## config.mk

```make
export PLATFORM = sky130hd
export DESIGN_NAME = vbr_host
export DESIGN_NICKNAME = d
export VERILOG_FILES = /design/src/hw/vbr_pkg.sv /design/src/hw/vbr_host.sv /design/src/hw/vbr_cfg_xfer.sv
export SDC_FILE = /design/constraint.sdc
export NUM_CORES = 2
export LEC_CHECK = 0
export BUFFER_PORTS_ARGS = -buffer_cell sky130_fd_sc_hd__clkbuf_2
export CORE_ASPECT_RATIO = 2
export CORE_MARGIN = 1.5
export CORE_UTILIZATION = 32
export CTS_CLUSTER_DIAMETER = 40
export DETAILED_ROUTE_END_ITERATION = 10
export PLACE_DENSITY_LB_ADDON = 0.12
export SLEW_MARGIN = 0
export SYNTH_ARGS = -nofsm -noshare
export SYNTH_HDL_FRONTEND = slang
export SYNTH_SLANG_ARGS = --single-unit
```

## constraint.sdc

```tcl
create_clock -name pclk -period 6.9 [get_ports pclk]
set_input_delay 1.725 -clock pclk [delete_from_list [all_inputs] [get_ports pclk]]
set_output_delay 1.725 -clock pclk [all_outputs]
set_load 0.02 [all_outputs]
```

## src/hw/vbr_pkg.sv

```systemverilog
package vbr_pkg;
    // Request type codes carried in the header type word
    localparam logic [31:0] TYPE_READ = 32'h0000_0000;
    localparam logic [31:0] TYPE_WRITE = 32'h0000_0001;
    localparam logic [31:0] TYPE_FLUSH = 32'h0000_0004;
    localparam logic [31:0] TYPE_DISCARD = 32'h0000_000B;
    localparam logic [31:0] TYPE_WZERO = 32'h0000_000D;
    // Completion status byte codes
    localparam logic [7:0] STS_OK = 8'h00;
    localparam logic [7:0] STS_IOERR = 8'h01;
    localparam logic [7:0] STS_UNSUPP = 8'h02;
    // Negotiated feature bit positions
    localparam int FEAT_RO = 5;
    localparam int FEAT_FLUSH = 9;
    localparam int FEAT_WCE = 11;
    localparam int FEAT_MQ = 12;
    localparam int FEAT_DISCARD = 13;
    localparam int FEAT_WZERO = 14;
    // Device configuration space byte offsets, capacity field width and cache mode values
    localparam logic [7:0] CFG_CAPACITY = 8'h00;
    localparam logic [7:0] CFG_WRITEBACK = 8'h20;
    localparam logic [7:0] CFG_NUM_QUEUES = 8'h22;
    localparam logic [3:0] CFG_CAPACITY_BYTES = 4'h8;
    localparam logic [7:0] CACHE_WRITETHROUGH = 8'h00;
    localparam logic [7:0] CACHE_WRITEBACK = 8'h01;
    // Data framing
    localparam int SECTOR_BYTES = 512;
    localparam int WORD_SHIFT = $clog2(SECTOR_BYTES / 4);
    localparam logic [1:0] SEG_LAST_WORD = 2'h3;
    // Software register byte offsets
    localparam logic [7:0] REG_CTRL = 8'h00;
    localparam logic [7:0] REG_FEAT = 8'h04;
    localparam logic [7:0] REG_TYPE = 8'h08;
    localparam logic [7:0] REG_SECT_LO = 8'h0C;
    localparam logic [7:0] REG_SECT_HI = 8'h10;
    localparam logic [7:0] REG_COUNT = 8'h14;
    localparam logic [7:0] REG_FLAGS = 8'h18;
    localparam logic [7:0] REG_STATUS = 8'h1C;
    localparam logic [7:0] REG_DATA = 8'h20;
    localparam logic [7:0] REG_CFG_CMD = 8'h24;
    localparam logic [7:0] REG_CFG_LO = 8'h28;
    localparam logic [7:0] REG_CFG_HI = 8'h2C;
    localparam logic [7:0] REG_CAP_LO = 8'h30;
    localparam logic [7:0] REG_CAP_HI = 8'h34;
    // Control register fields
    localparam int CTRL_GO = 0;
    localparam int CTRL_FEATURES_OK = 1;
    localparam int CTRL_LEGACY = 2;
    localparam int CTRL_BIG_ENDIAN = 3;
    // Status register fields
    localparam int STAT_BUSY = 0;
    localparam int STAT_DONE = 1;
    localparam int STAT_REFUSED = 2;
    localparam int STAT_CFG_ERR = 3;
    localparam int STAT_SEG_INDET = 4;
    localparam int STAT_CFG_BUSY = 5;
    localparam int STAT_CODE_LSB = 8;
    // Config command fields
    localparam int CCMD_WIDTH_LSB = 8;
    localparam int CCMD_RD = 16;
    localparam int CCMD_WR = 17;

    typedef enum logic [2:0] {
        ST_IDLE = 3'b000,
        ST_HDR = 3'b001,
        ST_SEG = 3'b010,
        ST_DATA = 3'b011,
        ST_WAIT = 3'b100
    } vbr_state_t;
endpackage

```

## src/hw/vbr_host.sv

```systemverilog
// Implementation choices: the address map and the APB register port.
`timescale 1ns/1ps
`default_nettype none
module vbr_host #(
    parameter int CNT_W = 39
) (
    input wire logic pclk,
    input wire logic presetn,
    input wire logic psel,
    input wire logic penable,
    input wire logic pwrite,
    input wire logic [7:0] paddr,
    input wire logic [31:0] pwdata,
    output logic [31:0] prdata,
    output logic pready,
    output logic pslverr,
    output logic req_valid,
    input wire logic req_ready,
    output logic [31:0] req_type,
    output logic [31:0] req_reserved,
    output logic [63:0] req_sector,
    output logic dout_valid,
    input wire logic dout_ready,
    output logic [31:0] dout_data,
    input wire logic din_valid,
    output logic din_ready,
    input wire logic [31:0] din_data,
    input wire logic cpl_valid,
    input wire logic [7:0] cpl_status,
    output logic [7:0] cfg_addr,
    output logic cfg_rd,
    output logic cfg_wr,
    output logic [7:0] cfg_wdata,
    input wire logic [7:0] cfg_rdata,
    input wire logic cfg_ack
);
    vbr_pkg::vbr_state_t state_r;
    vbr_pkg::vbr_state_t state_nxt;
    logic [31:0] feat_r, type_r, count_r, flags_r, cfg_cmd_r;
    logic [63:0] sect_r, cfg_wval_r, cap_r;
    logic feat_ok_r, legacy_r, big_end_r, cap_valid_r;
    logic done_r, refused_r, cfg_err_r, seg_indet_r;
    logic [7:0] last_status_r;
    logic [1:0] seg_idx_r;
    logic [CNT_W-1:0] words_left_r;
    logic access, wr_en, rd_en, data_acc, data_ok;
    logic go, legal, is_rw, is_seg, cfg_start_rd, cfg_start_wr, cfg_legal;
    logic cfg_busy, cfg_done;
    logic [63:0] cfg_rval;
    logic [64:0] end_sector;
    logic word_hs;

    function automatic logic known_type(input logic [31:0] t);
        return t == vbr_pkg::TYPE_READ || t == vbr_pkg::TYPE_WRITE ||
               t == vbr_pkg::TYPE_FLUSH || t == vbr_pkg::TYPE_DISCARD ||
               t == vbr_pkg::TYPE_WZERO;
    endfunction

    assign access = psel & penable;
    assign wr_en = access & pwrite & pready;
    assign rd_en = access & ~pwrite & pready;
    assign data_acc = access && paddr == vbr_pkg::REG_DATA;
    assign data_ok = state_r == vbr_pkg::ST_DATA &&
                     (pwrite == (type_r == vbr_pkg::TYPE_WRITE));
    assign is_rw = type_r == vbr_pkg::TYPE_READ ||
                   type_r == vbr_pkg::TYPE_WRITE;
    assign is_seg = type_r == vbr_pkg::TYPE_DISCARD ||
                    type_r == vbr_pkg::TYPE_WZERO;
    assign end_sector = {1'b0, sect_r} + {33'h0, count_r};

    // Checks the staged request against the driver-side obligations
    always_comb begin
        legal = known_type(type_r);
        if (is_rw && count_r == 32'h0) begin
            legal = 1'b0;
        end
        if (is_rw && cap_valid_r && end_sector > {1'b0, cap_r}) begin
            legal = 1'b0;
        end
        if (type_r == vbr_pkg::TYPE_FLUSH &&
            (sect_r != 64'h0 || count_r != 32'h0)) begin
            legal = 1'b0;
        end
        if (is_seg && (count_r == 32'h0 || flags_r[31:1] != 31'h0)) begin
            legal = 1'b0;
        end
        if (type_r == vbr_pkg::TYPE_DISCARD && flags_r[0]) begin
            legal = 1'b0;
        end
    end

    assign go = wr_en && paddr == vbr_pkg::REG_CTRL &&
                pwdata[vbr_pkg::CTRL_GO] && state_r == vbr_pkg::ST_IDLE;

    // APB slave: only the data window can stall
    always_comb begin
        pready = 1'b1;
        pslverr = 1'b0;
        if (data_acc && data_ok) begin
            pready = pwrite ? dout_ready : din_valid;
        end else if (data_acc) begin
            pslverr = 1'b1;
        end else if (access && paddr > vbr_pkg::REG_CAP_HI) begin
            pslverr = 1'b1;
        end
    end

    assign dout_valid = (state_r == vbr_pkg::ST_SEG) ||
                        (data_acc && data_ok && pwrite);
    assign din_ready = data_acc && data_ok && !pwrite;
    assign word_hs = (dout_valid && dout_ready) || (din_valid && din_ready);

    // Segment words: start sector, sector count, flags
    always_comb begin
        dout_data = pwdata;
        if (state_r == vbr_pkg::ST_SEG) begin
            unique case (seg_idx_r)
                2'h0: dout_data = sect_r[31:0];
                2'h1: dout_data = sect_r[63:32];
                2'h2: dout_data = count_r;
                2'h3: dout_data = {31'h0, flags_r[0]};
            endcase
        end
    end

    always_comb begin
        state_nxt = state_r;
        unique case (state_r)
            vbr_pkg::ST_IDLE: if (go && legal) state_nxt = vbr_pkg::ST_HDR;
            vbr_pkg::ST_HDR: begin
                if (req_ready) begin
                    if (is_seg) begin
                        state_nxt = vbr_pkg::ST_SEG;
                    end else if (is_rw) begin
                        state_nxt = vbr_pkg::ST_DATA;
                    end else begin
                        state_nxt = vbr_pkg::ST_WAIT;
                    end
                end
            end
            vbr_pkg::ST_SEG: begin
                if (dout_ready && seg_idx_r == vbr_pkg::SEG_LAST_WORD) begin
                    state_nxt = vbr_pkg::ST_WAIT;
                end
            end
            vbr_pkg::ST_DATA: begin
                if (word_hs && words_left_r == CNT_W'(1)) begin
                    state_nxt = vbr_pkg::ST_WAIT;
                end
            end
            vbr_pkg::ST_WAIT: if (cpl_valid) state_nxt = vbr_pkg::ST_IDLE;
            default: state_nxt = vbr_pkg::ST_IDLE;
        endcase
    end

    always_ff @(posedge pclk or negedge presetn) begin
        if (!presetn) begin
            state_r <= vbr_pkg::ST_IDLE;
        end else begin
            state_r <= state_nxt;
        end
    end

    // Header is held steady until the device takes it
    always_ff @(posedge pclk or negedge presetn) begin
        if (!presetn) begin
            req_valid <= 1'b0;
            req_type <= 32'h0;
            req_sector <= 64'h0;
        end else if (go && legal) begin
            req_valid <= 1'b1;
            req_type <= type_r;
            req_sector <= is_rw ? sect_r : 64'h0;
        end else if (req_valid && req_ready) begin
            req_valid <= 1'b0;
        end
    end
    assign req_reserved = 32'h0;

    always_ff @(posedge pclk or negedge presetn) begin
        if (!presetn) begin
            seg_idx_r <= 2'h0;
            words_left_r <= '0;
        end else if (go && legal) begin
            seg_idx_r <= 2'h0;
            words_left_r <= CNT_W'(count_r) << vbr_pkg::WORD_SHIFT;
        end else if (state_r == vbr_pkg::ST_SEG && dout_ready) begin
            seg_idx_r <= seg_idx_r + 2'h1;
        end else if (state_r == vbr_pkg::ST_DATA && word_hs) begin
            words_left_r <= words_left_r - CNT_W'(1);
        end
    end

    always_ff @(posedge pclk or negedge presetn) begin
        if (!presetn) begin
            feat_r <= 32'h0;
            type_r <= 32'h0;
            sect_r <= 64'h0;
            count_r <= 32'h0;
            flags_r <= 32'h0;
            feat_ok_r <= 1'b0;
            legacy_r <= 1'b0;
            big_end_r <= 1'b0;
            cfg_cmd_r <= 32'h0;
            cfg_wval_r <= 64'h0;
        end else if (wr_en) begin
            unique case (paddr)
                vbr_pkg::REG_CTRL: begin
                    feat_ok_r <= pwdata[vbr_pkg::CTRL_FEATURES_OK];
                    legacy_r <= pwdata[vbr_pkg::CTRL_LEGACY];
                    big_end_r <= pwdata[vbr_pkg::CTRL_BIG_ENDIAN];
                end
                vbr_pkg::REG_FEAT: feat_r <= pwdata;
                vbr_pkg::REG_TYPE: type_r <= pwdata;
                vbr_pkg::REG_SECT_LO: sect_r[31:0] <= pwdata;
                vbr_pkg::REG_SECT_HI: sect_r[63:32] <= pwdata;
                vbr_pkg::REG_COUNT: count_r <= pwdata;
                vbr_pkg::REG_FLAGS: flags_r <= pwdata;
                vbr_pkg::REG_CFG_CMD: cfg_cmd_r <= pwdata;
                vbr_pkg::REG_CFG_LO: cfg_wval_r[31:0] <= pwdata;
                vbr_pkg::REG_CFG_HI: cfg_wval_r[63:32] <= pwdata;
                default: ;
            endcase
        end
    end

    // Config access vetting before any byte reaches the device
    assign cfg_start_rd = wr_en && paddr == vbr_pkg::REG_CFG_CMD &&
                          pwdata[vbr_pkg::CCMD_RD];
    assign cfg_start_wr = wr_en && paddr == vbr_pkg::REG_CFG_CMD &&
                          pwdata[vbr_pkg::CCMD_WR] && !pwdata[vbr_pkg::CCMD_RD];
    always_comb begin
        cfg_legal = !cfg_busy;
        if (cfg_start_rd && pwdata[7:0] == vbr_pkg::CFG_WRITEBACK &&
            !legacy_r && !feat_ok_r) begin
            cfg_legal = 1'b0;
        end
        if (cfg_start_rd && pwdata[7:0] == vbr_pkg::CFG_NUM_QUEUES &&
            !feat_r[vbr_pkg::FEAT_MQ]) begin
            cfg_legal = 1'b0;
        end
        if (cfg_start_wr && (pwdata[7:0] != vbr_pkg::CFG_WRITEBACK ||
            !feat_r[vbr_pkg::FEAT_WCE] ||
            cfg_wval_r[7:0] > vbr_pkg::CACHE_WRITEBACK)) begin
            cfg_legal = 1'b0;
        end
    end

    vbr_cfg_xfer u_cfg (
        .pclk(pclk),
        .presetn(presetn),
        .start_rd(cfg_start_rd && cfg_legal),
        .start_wr(cfg_start_wr && cfg_legal),
        .offset(pwdata[7:0]),
        .nbytes(pwdata[vbr_pkg::CCMD_WIDTH_LSB +: 4]),
        .wdata(cfg_wval_r),
        .swap(legacy_r & big_end_r),
        .busy(cfg_busy),
        .done(cfg_done),
        .rdata(cfg_rval),
        .cfg_addr(cfg_addr),
        .cfg_rd(cfg_rd),
        .cfg_wr(cfg_wr),
        .cfg_wdata(cfg_wdata),
        .cfg_rdata(cfg_rdata),
        .cfg_ack(cfg_ack)
    );

    // Capacity bounds later read and write requests once all 8 bytes of it have been read
    always_ff @(posedge pclk or negedge presetn) begin
        if (!presetn) begin
            cap_r <= 64'h0;
            cap_valid_r <= 1'b0;
        end else if (cfg_done && cfg_cmd_r[vbr_pkg::CCMD_RD] &&
                     cfg_cmd_r[7:0] == vbr_pkg::CFG_CAPACITY &&
                     cfg_cmd_r[vbr_pkg::CCMD_WIDTH_LSB +: 4] ==
                     vbr_pkg::CFG_CAPACITY_BYTES) begin
            cap_r <= cfg_rval;
            cap_valid_r <= 1'b1;
        end
    end

    // Sticky flags: a new event beats a same-cycle write-one-to-clear
    always_ff @(posedge pclk or negedge presetn) begin
        if (!presetn) begin
            done_r <= 1'b0;
            refused_r <= 1'b0;
            cfg_err_r <= 1'b0;
            seg_indet_r <= 1'b0;
            last_status_r <= vbr_pkg::STS_OK;
        end else begin
            if (wr_en && paddr == vbr_pkg::REG_STATUS) begin
                done_r <= done_r & ~pwdata[vbr_pkg::STAT_DONE];
                refused_r <= refused_r & ~pwdata[vbr_pkg::STAT_REFUSED];
                cfg_err_r <= cfg_err_r & ~pwdata[vbr_pkg::STAT_CFG_ERR];
                seg_indet_r <= seg_indet_r & ~pwdata[vbr_pkg::STAT_SEG_INDET];
            end
            if (state_r == vbr_pkg::ST_WAIT && cpl_valid) begin
                done_r <= 1'b1;
                last_status_r <= cpl_status;
                if (is_seg && cpl_status == vbr_pkg::STS_IOERR) begin
                    seg_indet_r <= 1'b1;
                end
            end
            if (go && !legal) begin
                refused_r <= 1'b1;
            end
            if ((cfg_start_rd || cfg_start_wr) && !cfg_legal) begin
                cfg_err_r <= 1'b1;
            end
        end
    end

    always_comb begin
        prdata = 32'h0;
        unique case (paddr)
            vbr_pkg::REG_CTRL: prdata = {28'h0, big_end_r, legacy_r,
                                         feat_ok_r, 1'b0};
            vbr_pkg::REG_FEAT: prdata = feat_r;
            vbr_pkg::REG_TYPE: prdata = type_r;
            vbr_pkg::REG_SECT_LO: prdata = sect_r[31:0];
            vbr_pkg::REG_SECT_HI: prdata = sect_r[63:32];
            vbr_pkg::REG_COUNT: prdata = count_r;
            vbr_pkg::REG_FLAGS: prdata = flags_r;
            vbr_pkg::REG_STATUS: prdata = {16'h0, last_status_r, 2'h0,
                cfg_busy, seg_indet_r, cfg_err_r, refused_r, done_r,
                state_r != vbr_pkg::ST_IDLE};
            vbr_pkg::REG_DATA: prdata = data_ok ? din_data : 32'h0;
            vbr_pkg::REG_CFG_CMD: prdata = cfg_cmd_r;
            vbr_pkg::REG_CFG_LO: prdata = cfg_rval[31:0];
            vbr_pkg::REG_CFG_HI: prdata = cfg_rval[63:32];
            vbr_pkg::REG_CAP_LO: prdata = cap_r[31:0];
            vbr_pkg::REG_CAP_HI: prdata = cap_r[63:32];
            default: prdata = 32'h0;
        endcase
    end

    a_hdr_type_known: assert property (@(posedge pclk) disable iff (!presetn)
        req_valid |-> known_type(req_type))
        else $error("header carries an unknown type");
    a_flush_sector_zero: assert property (@(posedge pclk)
        disable iff (!presetn)
        req_valid && req_type == vbr_pkg::TYPE_FLUSH |-> req_sector == 64'h0)
        else $error("flush sent with nonzero sector");
    a_other_sector_zero: assert property (@(posedge pclk)
        disable iff (!presetn)
        req_valid && req_type != vbr_pkg::TYPE_READ &&
        req_type != vbr_pkg::TYPE_WRITE |-> req_sector == 64'h0)
        else $error("sector not zero on non read-write request");
    a_discard_no_unmap: assert property (@(posedge pclk)
        disable iff (!presetn)
        state_r == vbr_pkg::ST_SEG && type_r == vbr_pkg::TYPE_DISCARD &&
        seg_idx_r == vbr_pkg::SEG_LAST_WORD |-> dout_data == 32'h0)
        else $error("discard segment carries a flag");
    a_cap_bound: assert property (@(posedge pclk) disable iff (!presetn)
        $rose(req_valid) && is_rw && cap_valid_r |->
        {1'b0, req_sector} + {33'h0, count_r} <= {1'b0, cap_r})
        else $error("request reaches beyond capacity");
    a_wb_read_gated: assert property (@(posedge pclk) disable iff (!presetn)
        $rose(cfg_rd) && cfg_addr == vbr_pkg::CFG_WRITEBACK && !legacy_r
        |-> feat_ok_r)
        else $error("cache mode read before features accepted");
    a_hdr_held: assert property (@(posedge pclk) disable iff (!presetn)
        req_valid && !req_ready |=>
        req_valid && $stable(req_type) && $stable(req_sector))
        else $error("header dropped or changed before acceptance");
    a_cpl_status: assert property (@(posedge pclk) disable iff (!presetn)
        state_r == vbr_pkg::ST_WAIT && cpl_valid |=>
        done_r && last_status_r == $past(cpl_status) &&
        state_r == vbr_pkg::ST_IDLE)
        else $error("completion status not captured");
    a_cache_write: assert property (@(posedge pclk) disable iff (!presetn)
        cfg_wr |-> feat_r[vbr_pkg::FEAT_WCE] &&
        cfg_wdata <= vbr_pkg::CACHE_WRITEBACK)
        else $error("illegal cache mode write");
endmodule
`default_nettype wire

```

## src/hw/vbr_cfg_xfer.sv

```systemverilog
`timescale 1ns/1ps
`default_nettype none
// Moves a 1..8 byte configuration field one byte at a time.
module vbr_cfg_xfer (
    input wire logic pclk,
    input wire logic presetn,
    input wire logic start_rd,
    input wire logic start_wr,
    input wire logic [7:0] offset,
    input wire logic [3:0] nbytes,
    input wire logic [63:0] wdata,
    input wire logic swap,
    output logic busy,
    output logic done,
    output logic [63:0] rdata,
    output logic [7:0] cfg_addr,
    output logic cfg_rd,
    output logic cfg_wr,
    output logic [7:0] cfg_wdata,
    input wire logic [7:0] cfg_rdata,
    input wire logic cfg_ack
);
    logic [3:0] idx_r;
    logic [3:0] len_r;
    logic [7:0] base_r;
    logic swap_r;
    logic [63:0] wbuf_r;
    logic [2:0] lane;

    // Little-endian by default; a legacy big-endian guest reverses the lanes
    assign lane = swap_r ? 3'(len_r - idx_r - 4'h1) : idx_r[2:0];
    assign busy = cfg_rd | cfg_wr;
    assign cfg_addr = 8'(base_r + {4'h0, idx_r});
    assign cfg_wdata = wbuf_r[{lane, 3'b000} +: 8];

    always_ff @(posedge pclk or negedge presetn) begin
        if (!presetn) begin
            idx_r <= 4'h0;
            len_r <= 4'h0;
            base_r <= 8'h00;
            swap_r <= 1'b0;
            wbuf_r <= 64'h0;
            cfg_rd <= 1'b0;
            cfg_wr <= 1'b0;
            done <= 1'b0;
        end else begin
            done <= 1'b0;
            if (!busy && (start_rd || start_wr) && nbytes != 4'h0) begin
                idx_r <= 4'h0;
                len_r <= nbytes;
                base_r <= offset;
                swap_r <= swap;
                wbuf_r <= wdata;
                cfg_rd <= start_rd;
                cfg_wr <= start_wr & ~start_rd;
            end else if (busy && cfg_ack) begin
                if (idx_r == len_r - 4'h1) begin
                    cfg_rd <= 1'b0;
                    cfg_wr <= 1'b0;
                    done <= 1'b1;
                end
                idx_r <= idx_r + 4'h1;
            end
        end
    end

    always_ff @(posedge pclk or negedge presetn) begin
        if (!presetn) begin
            rdata <= 64'h0;
        end else if (!busy && start_rd) begin
            rdata <= 64'h0;
        end else if (cfg_rd && cfg_ack) begin
            rdata[{lane, 3'b000} +: 8] <= cfg_rdata;
        end
    end
endmodule
`default_nettype wire

```

# After elaboration in Yosys (flattened, before gate mapping)
# Cells that the tools add are included.
[totals]
in_bits = 98
ff_bits = 657
output_inout_bits = 215
word_cells = 260
[classes]
eq_ne = 38
n_addsub = 9
shift = 3
reduce_logical = 103
n_mux = 55
bitwise_logic = 15
order_cmp = 3
[op_table]
columns = ["op", "n"]
rows = [
  ["32-bit case mux with 14 select lines", 1],
  ["64-bit 2-to-1 mux", 3],
  ["32-bit case mux with 4 select lines", 1],
  ["39-bit 2-to-1 mux", 3],
  ["64-bit by 32-bit adder with 65-bit output", 1],
  ["65-bit by 64-bit greater-than comparator with 1-bit output", 1],
  ["64-bit bitwise mux", 1],
  ["32-bit by 4-bit == test with 1-bit output, second input constant", 2],
  ["8-bit by 6-bit == test with 1-bit output, second input constant", 8],
  ["32-bit zero test", 2],
  ["32-bit 2-to-1 mux", 2],
  ["64-bit nonzero test", 1],
  ["8-bit by 8-bit variable shift with 64-bit output, first input constant", 1],
  ["64-bit by 7-bit indexed part select with 8-bit output", 1],
  ["8-bit by 8-bit indexed part select with 64-bit output", 1],
  ["1-bit logical AND", 48],
  ["39-bit by 1-bit == test with 1-bit output, second input constant", 1],
  ["39-bit by 1-bit subtractor with 39-bit output, second input constant", 1],
  ["32-bit by 1-bit == test with 1-bit output, second input constant", 1],
  ["32-bit by 3-bit == test with 1-bit output, second input constant", 1],
  ["8-bit by 5-bit == test with 1-bit output, second input constant", 4],
  ["32-bit nonzero test", 1],
  ["1-bit 2-to-1 mux", 31],
  ["31-bit nonzero test", 1],
  ["other kinds (40)", 108],
]

# Depth between registers and ports, before layout
[logic_depth]
ltp_word = 20
depth_mapped = 25
ltp_nobuf = 21

# By module
# Synthesis repeated with hierarchy kept, for this count alone.
[hier_totals]
cells_unflattened = 3228
hier_area_um2 = 34847.2
[by_module_without_submodules]
columns = ["mod", "seq_area_each_um2", "cells_each", "n_inst", "area_per_inst_um2"]
rows = [
  ["vbr_host", 12737.2, 2688, 1, 27893.0],
  ["vbr_cfg_xfer", 3703.6, 540, 1, 6954.2],
]

# Least setup slack after synthesis
# Ideal clock, no wire load.
[synth_timing]
path_type = "reg-to-reg"
start = "register count_r[0]"
end = "register req_type[10]"
period_less_slack_ns = 5.573
t_arrival_ns = 5.454
path_stages_with_launch = 25
required_time_ns = 6.781
setup_ns = 0.119
setup_slack_ns = 1.327
path_cell_list = "dfrtp_1 > ha_1 > fa_1 > a211oi_1 > o31ai_1 > o21ai_0 > a21oi_1 > o21ai_0 > a22oi_1 > o221a_2 > clkbuf_1 > nand3_1 > xnor2_1 > ha_1 > a2111oi_0 > o21ai_0 > a221oi_1 > o31a_1 > o211ai_1 > or3b_2 > a211o_1 > clkbuf_1 > buf_2 > clkbuf_1 > and2_1"
[synth_via]
elab_chain_len = 8
elab_cells_between_ends = 16
classes_between = "1 x add/sub; 1 x order compare; 5 x mux; 9 x reduce/logical"
[synth_lines]
columns = ["element", "line_no", "source"]
rows = [
  ["start, declared", "vbr_host.sv:39", "logic [31:0] feat_r, type_r, count_r, flags_r, cfg_cmd_r;"],
  ["start signal, assigned", "vbr_host.sv:217", "vbr_pkg::REG_COUNT: count_r <= pwdata;"],
  ["64-bit by 32-bit adder with 65-bit output / 32-bit zero test (equally long branches)", "vbr_host.sv:69, vbr_host.sv:74, vbr_host.sv:84", ""],
  ["65-bit by 64-bit greater-than comparator with 1-bit output / 1-bit logical AND (equally long branches)", "vbr_host.sv:77, vbr_host.sv:74", ""],
  ["1-bit logical AND / 1-bit 2-to-1 mux (equally long branches)", "vbr_host.sv:77, vbr_host.sv:74", ""],
  ["1-bit 2-to-1 mux", "vbr_host.sv:77", "if (is_rw && cap_valid_r && end_sector > {1'b0, cap_r}) begin"],
  ["1-bit 2-to-1 mux", "vbr_host.sv:80", "if (type_r == vbr_pkg::TYPE_FLUSH &&"],
  ["1-bit 2-to-1 mux *", "vbr_host.sv:84", "if (is_seg && (count_r == 32'h0 || flags_r[31:1] != 31'h0)) begin"],
  ["1-bit 2-to-1 mux *", "vbr_host.sv:87", "if (type_r == vbr_pkg::TYPE_DISCARD && flags_r[0]) begin"],
  ["1-bit logical AND *", "vbr_host.sv:170", "end else if (go && legal) begin"],
  ["end signal, assigned", "vbr_host.sv:172", "req_type <= type_r;"],
  ["end, declared", "vbr_host.sv:19", "output logic [31:0] req_type,"],
]
# Mark *: on every way between the ends. The rest lies on a longest branch, timed or not.
# A chain may end at the register's enable or synchronous reset.

# Final worst setup path
[layout_timing]
start = "register count_r[2]"
end = "register req_type[7]"
# Same word-level chain as after synthesis.

==> results.toml <==
[worst_setup_path]
critPathMaxFanout = 20
worstPathRequired_ps = 7470
cp-end-kind = "flop"
arrival_ps = 7260
start_kind = "flop"
path_class = "reg2reg"

[finish]
multi_input_area_sq_um = 17100
drive_gt1_share_pct = 29.5
final.fill_count = 10800
ff_latch_area_sq_um = 16400
final_nets = 3795
area_growth_pct = 19.3

[floorplanning]
start_util_pct = 32.3
core_sq_um = 107000
dieArea_sq_um = 111000
num_rows = 170
die_x_um = 236
io_pins = 313
dieHeight_um = 469

[synthesis]
ys_types = 77
ys_seq_area_share_pct = 47.4
syn_inst = 3296
ys_warn_count = 0
ys_ff_latch = 657
synth_top_flop_cell = "dfrtp_1"
syn_avg_cell_area_sq_um = 10.5
synth-edff-count = 0
syn-cell-area_sq_um = 34700
async_flop_share_pct = 100

[clock_network]
cts_max_path_buffers = 3
clk_root_buffer_cell = "clkbuf_16"
worst_skew_pair.late_latency_ps = 710
cts.htree.levels = 3
cts_resized = 0
clkTransAtPathRegs_ps = 60
cts.sinks = 657
cts_tree = "done"
postCtsHoldBufs = 0
cts_buffers = 84
cts_setup_buffers = 0

[power_and_ir_drop]
power_mw = 9.21
p_per_area_nw_per_um2 = 222
p_leak_nw = 20.2
ir_drop_v = 0.000189

[drt]
viasPerCell = 5.60
routed_wirelength_um = 151000
ant_nets = 0
vias = 28200
dr.pass1.iters = 8
first_iter_violations = 2206
wl_per_cell_um = 30.0
route.detailed.drc = 0

[sta]
hold_violations = 0
slew-limit-headroom_pct = 19.4
hold_slack_ps = 474
period_share_pct = 97.0
period_minus_slack_ps = 6700
tightest_slew_ps = 1200
drv_slew = 0
fin_skew_ps = 44.0
grt_setup_unrepaired = "no"
setup_tns_ps = 0
max_freq_ghz = 0.149
setup_viol_count_final = 0

[run]
drv_cap = 0

[status]
outcome = "finished, final reports clean"

[placed_design]
io_buffers = 280
post-dp-hpwl_um = 112000
place_congestion = 0.944

[global_routing]
first_global_vias = 29000
grt_usage_pct = 27.2
antenna_found_initial = 15
grt_max_degree = 128
grt_overflow = 0
grt_pass1_wl_um = 215000

[hold_path]
hold_path.class = "reg2reg"
worst max-delay path: stages (launching register included):
cell,delay [ps]
dfrtp_1,450
ha_1,420
o21a_1,150
a21oi_1,140
o31ai_1,680
a32oi_1,380
o21ai_0,440
a21oi_1,220
o21bai_1,630
nand2_1,180
xnor2_1,170
ha_1,200
a21o_1,160
a21o_1,170
a21o_1,220
a221oi_1,320
o22ai_1,150
or3b_2,520
a211o_4,480
buf_4,260
and2_1,190
sequential cells by signal, indices dropped and copies added, names as in the netlist, 4 cells and up:
signal / flops
req_sector: 64
count_r: 32
cfg_wval_r: 64
u_cfg.len_r: 4
type_r: 32
u_cfg.rdata: 64
req_type: 32
sect_r: 64
words_left_r: 39
cap_r: 64
u_cfg.idx_r: 4
cfg_cmd_r: 32
last_status_r: 8
u_cfg.base_r: 8
u_cfg.wbuf_r: 64
feat_r: 32
flags_r: 32
report_power, final:
group | leakage [nW] | total (mW) | internal, mW | switching, mW
registers | 9.13 | 3.94 | 3.89 | 0.0517
logic | 9.66 | 0.624 | 0.161 | 0.463
clock network | 1.41 | 4.65 | 2.67 | 1.97
cell usage after synthesis, drive strengths merged, types with 9 or more instances:
| cell type | instances | area [sq um] |
|---|---|---|
| dfrtp | 657 | 16400 |
| mux2 | 437 | 4920 |
| nand2 | 332 | 1250 |
| clkbuf | 192 | 721 |
| nor2 | 192 | 721 |
| a21oi | 147 | 736 |
| o21ai | 145 | 726 |
| ha | 113 | 1410 |
| inv | 105 | 394 |
| a22oi | 97 | 728 |
| nand3 | 87 | 435 |
| buf | 76 | 432 |
| xnor2 | 76 | 666 |
| mux2i | 66 | 661 |
| nor4 | 62 | 400 |
| nand4 | 49 | 307 |
| nor3 | 48 | 245 |
| a222oi | 44 | 440 |
| a221oi | 43 | 377 |
| and2 | 34 | 213 |
| a21o | 28 | 210 |
| xor2 | 28 | 245 |
| a22o | 20 | 175 |
| and3 | 17 | 106 |
| or3 | 17 | 116 |
| and4 | 15 | 131 |
| a211oi | 14 | 110 |
| or4 | 14 | 116 |
| nor2b | 12 | 75.1 |
| nand2b | 11 | 68.8 |
| o21a | 9 | 67.6 |
placed cells by master (no fill, tap or decap), drive strengths merged, types with 34 or more instances in the layout:
cell and instances:
ha 113, nand4 49, mux2i 66, nor3 48
xnor2 76, nand3 87, a21oi 147, mux2 437
inv 121, nor4 62, nand2 332, dfrtp 657
a221oi 43, a222oi 44, a22oi 97, buf 157
and2 34, clkbuf 377, o21ai 145, nor2 192
metal layers:
| metal | part of all wire (%) | up-vias | track usage, % |
|---|---|---|---|
| met1 | 38 | 14400 | 31.4 |
| met3 | 4.9 | 295 | 4.19 |
| met4 | 6.6 | 10 | 16.6 |
| met2 | 50 | 974 | 47.5 |
| li1 | - | 12500 | - |
| met5 | 0.046 | - | 0 |
cell type report:
| cell class | count | area share (%) |
|---|---|---|
| inverters | 105 | 0.952 |
| well taps | 1376 | 4.16 |
| flip-flops and latches | 657 | 39.7 |
| diodes | 6 | 0.0363 |
| clock inverters | 56 | 1.59 |
| clock buffers | 98 | 5.47 |
| repair buffers | 436 | 6.90 |
| multi-input cells | 2297 | 41.2 |
cells by family after synthesis:
kind of cell,synth area share [%]
buf+inv,4.45
fa+ha+maj,4.25
other cells,0.0108
xor+xnor,2.62
mux,16.6
flops,47.4
compound gates,11.9
simple gates,12.8
metrics by stage:
step | area [sq um] | setup WS, ps | utilization (%) | instances
after floorplan | 34800 | 1330 | - | 3327
after global placement | 38400 | 89.7 | 35.8 | 4871
after detailed placement | 38400 | 124 | 35.8 | 4871
after CTS | 41400 | 97.6 | 38.5 | 5025
after global routing | 41400 | 12.0 | 38.5 | 5026
final | 41400 | 204 | 38.5 | 5031
final timing paths:
kind	startpoint	endpoint	slack, ps	cells past startpoint
worst max-delay path	count_r[2]	req_type[7]	200	20
worst min-delay path	req_type[3]	req_type[3]	470	2
worst max register to register	count_r[2]	req_type[7]	200	20
worst min register to register	req_type[3]	req_type[3]	470	2
max in group asynchronous	presetn	cfg_wval_r[29]	4220	3
min in group asynchronous	presetn	u_cfg.base_r[6]	1030	1
(Power assumes the default switching activity.)
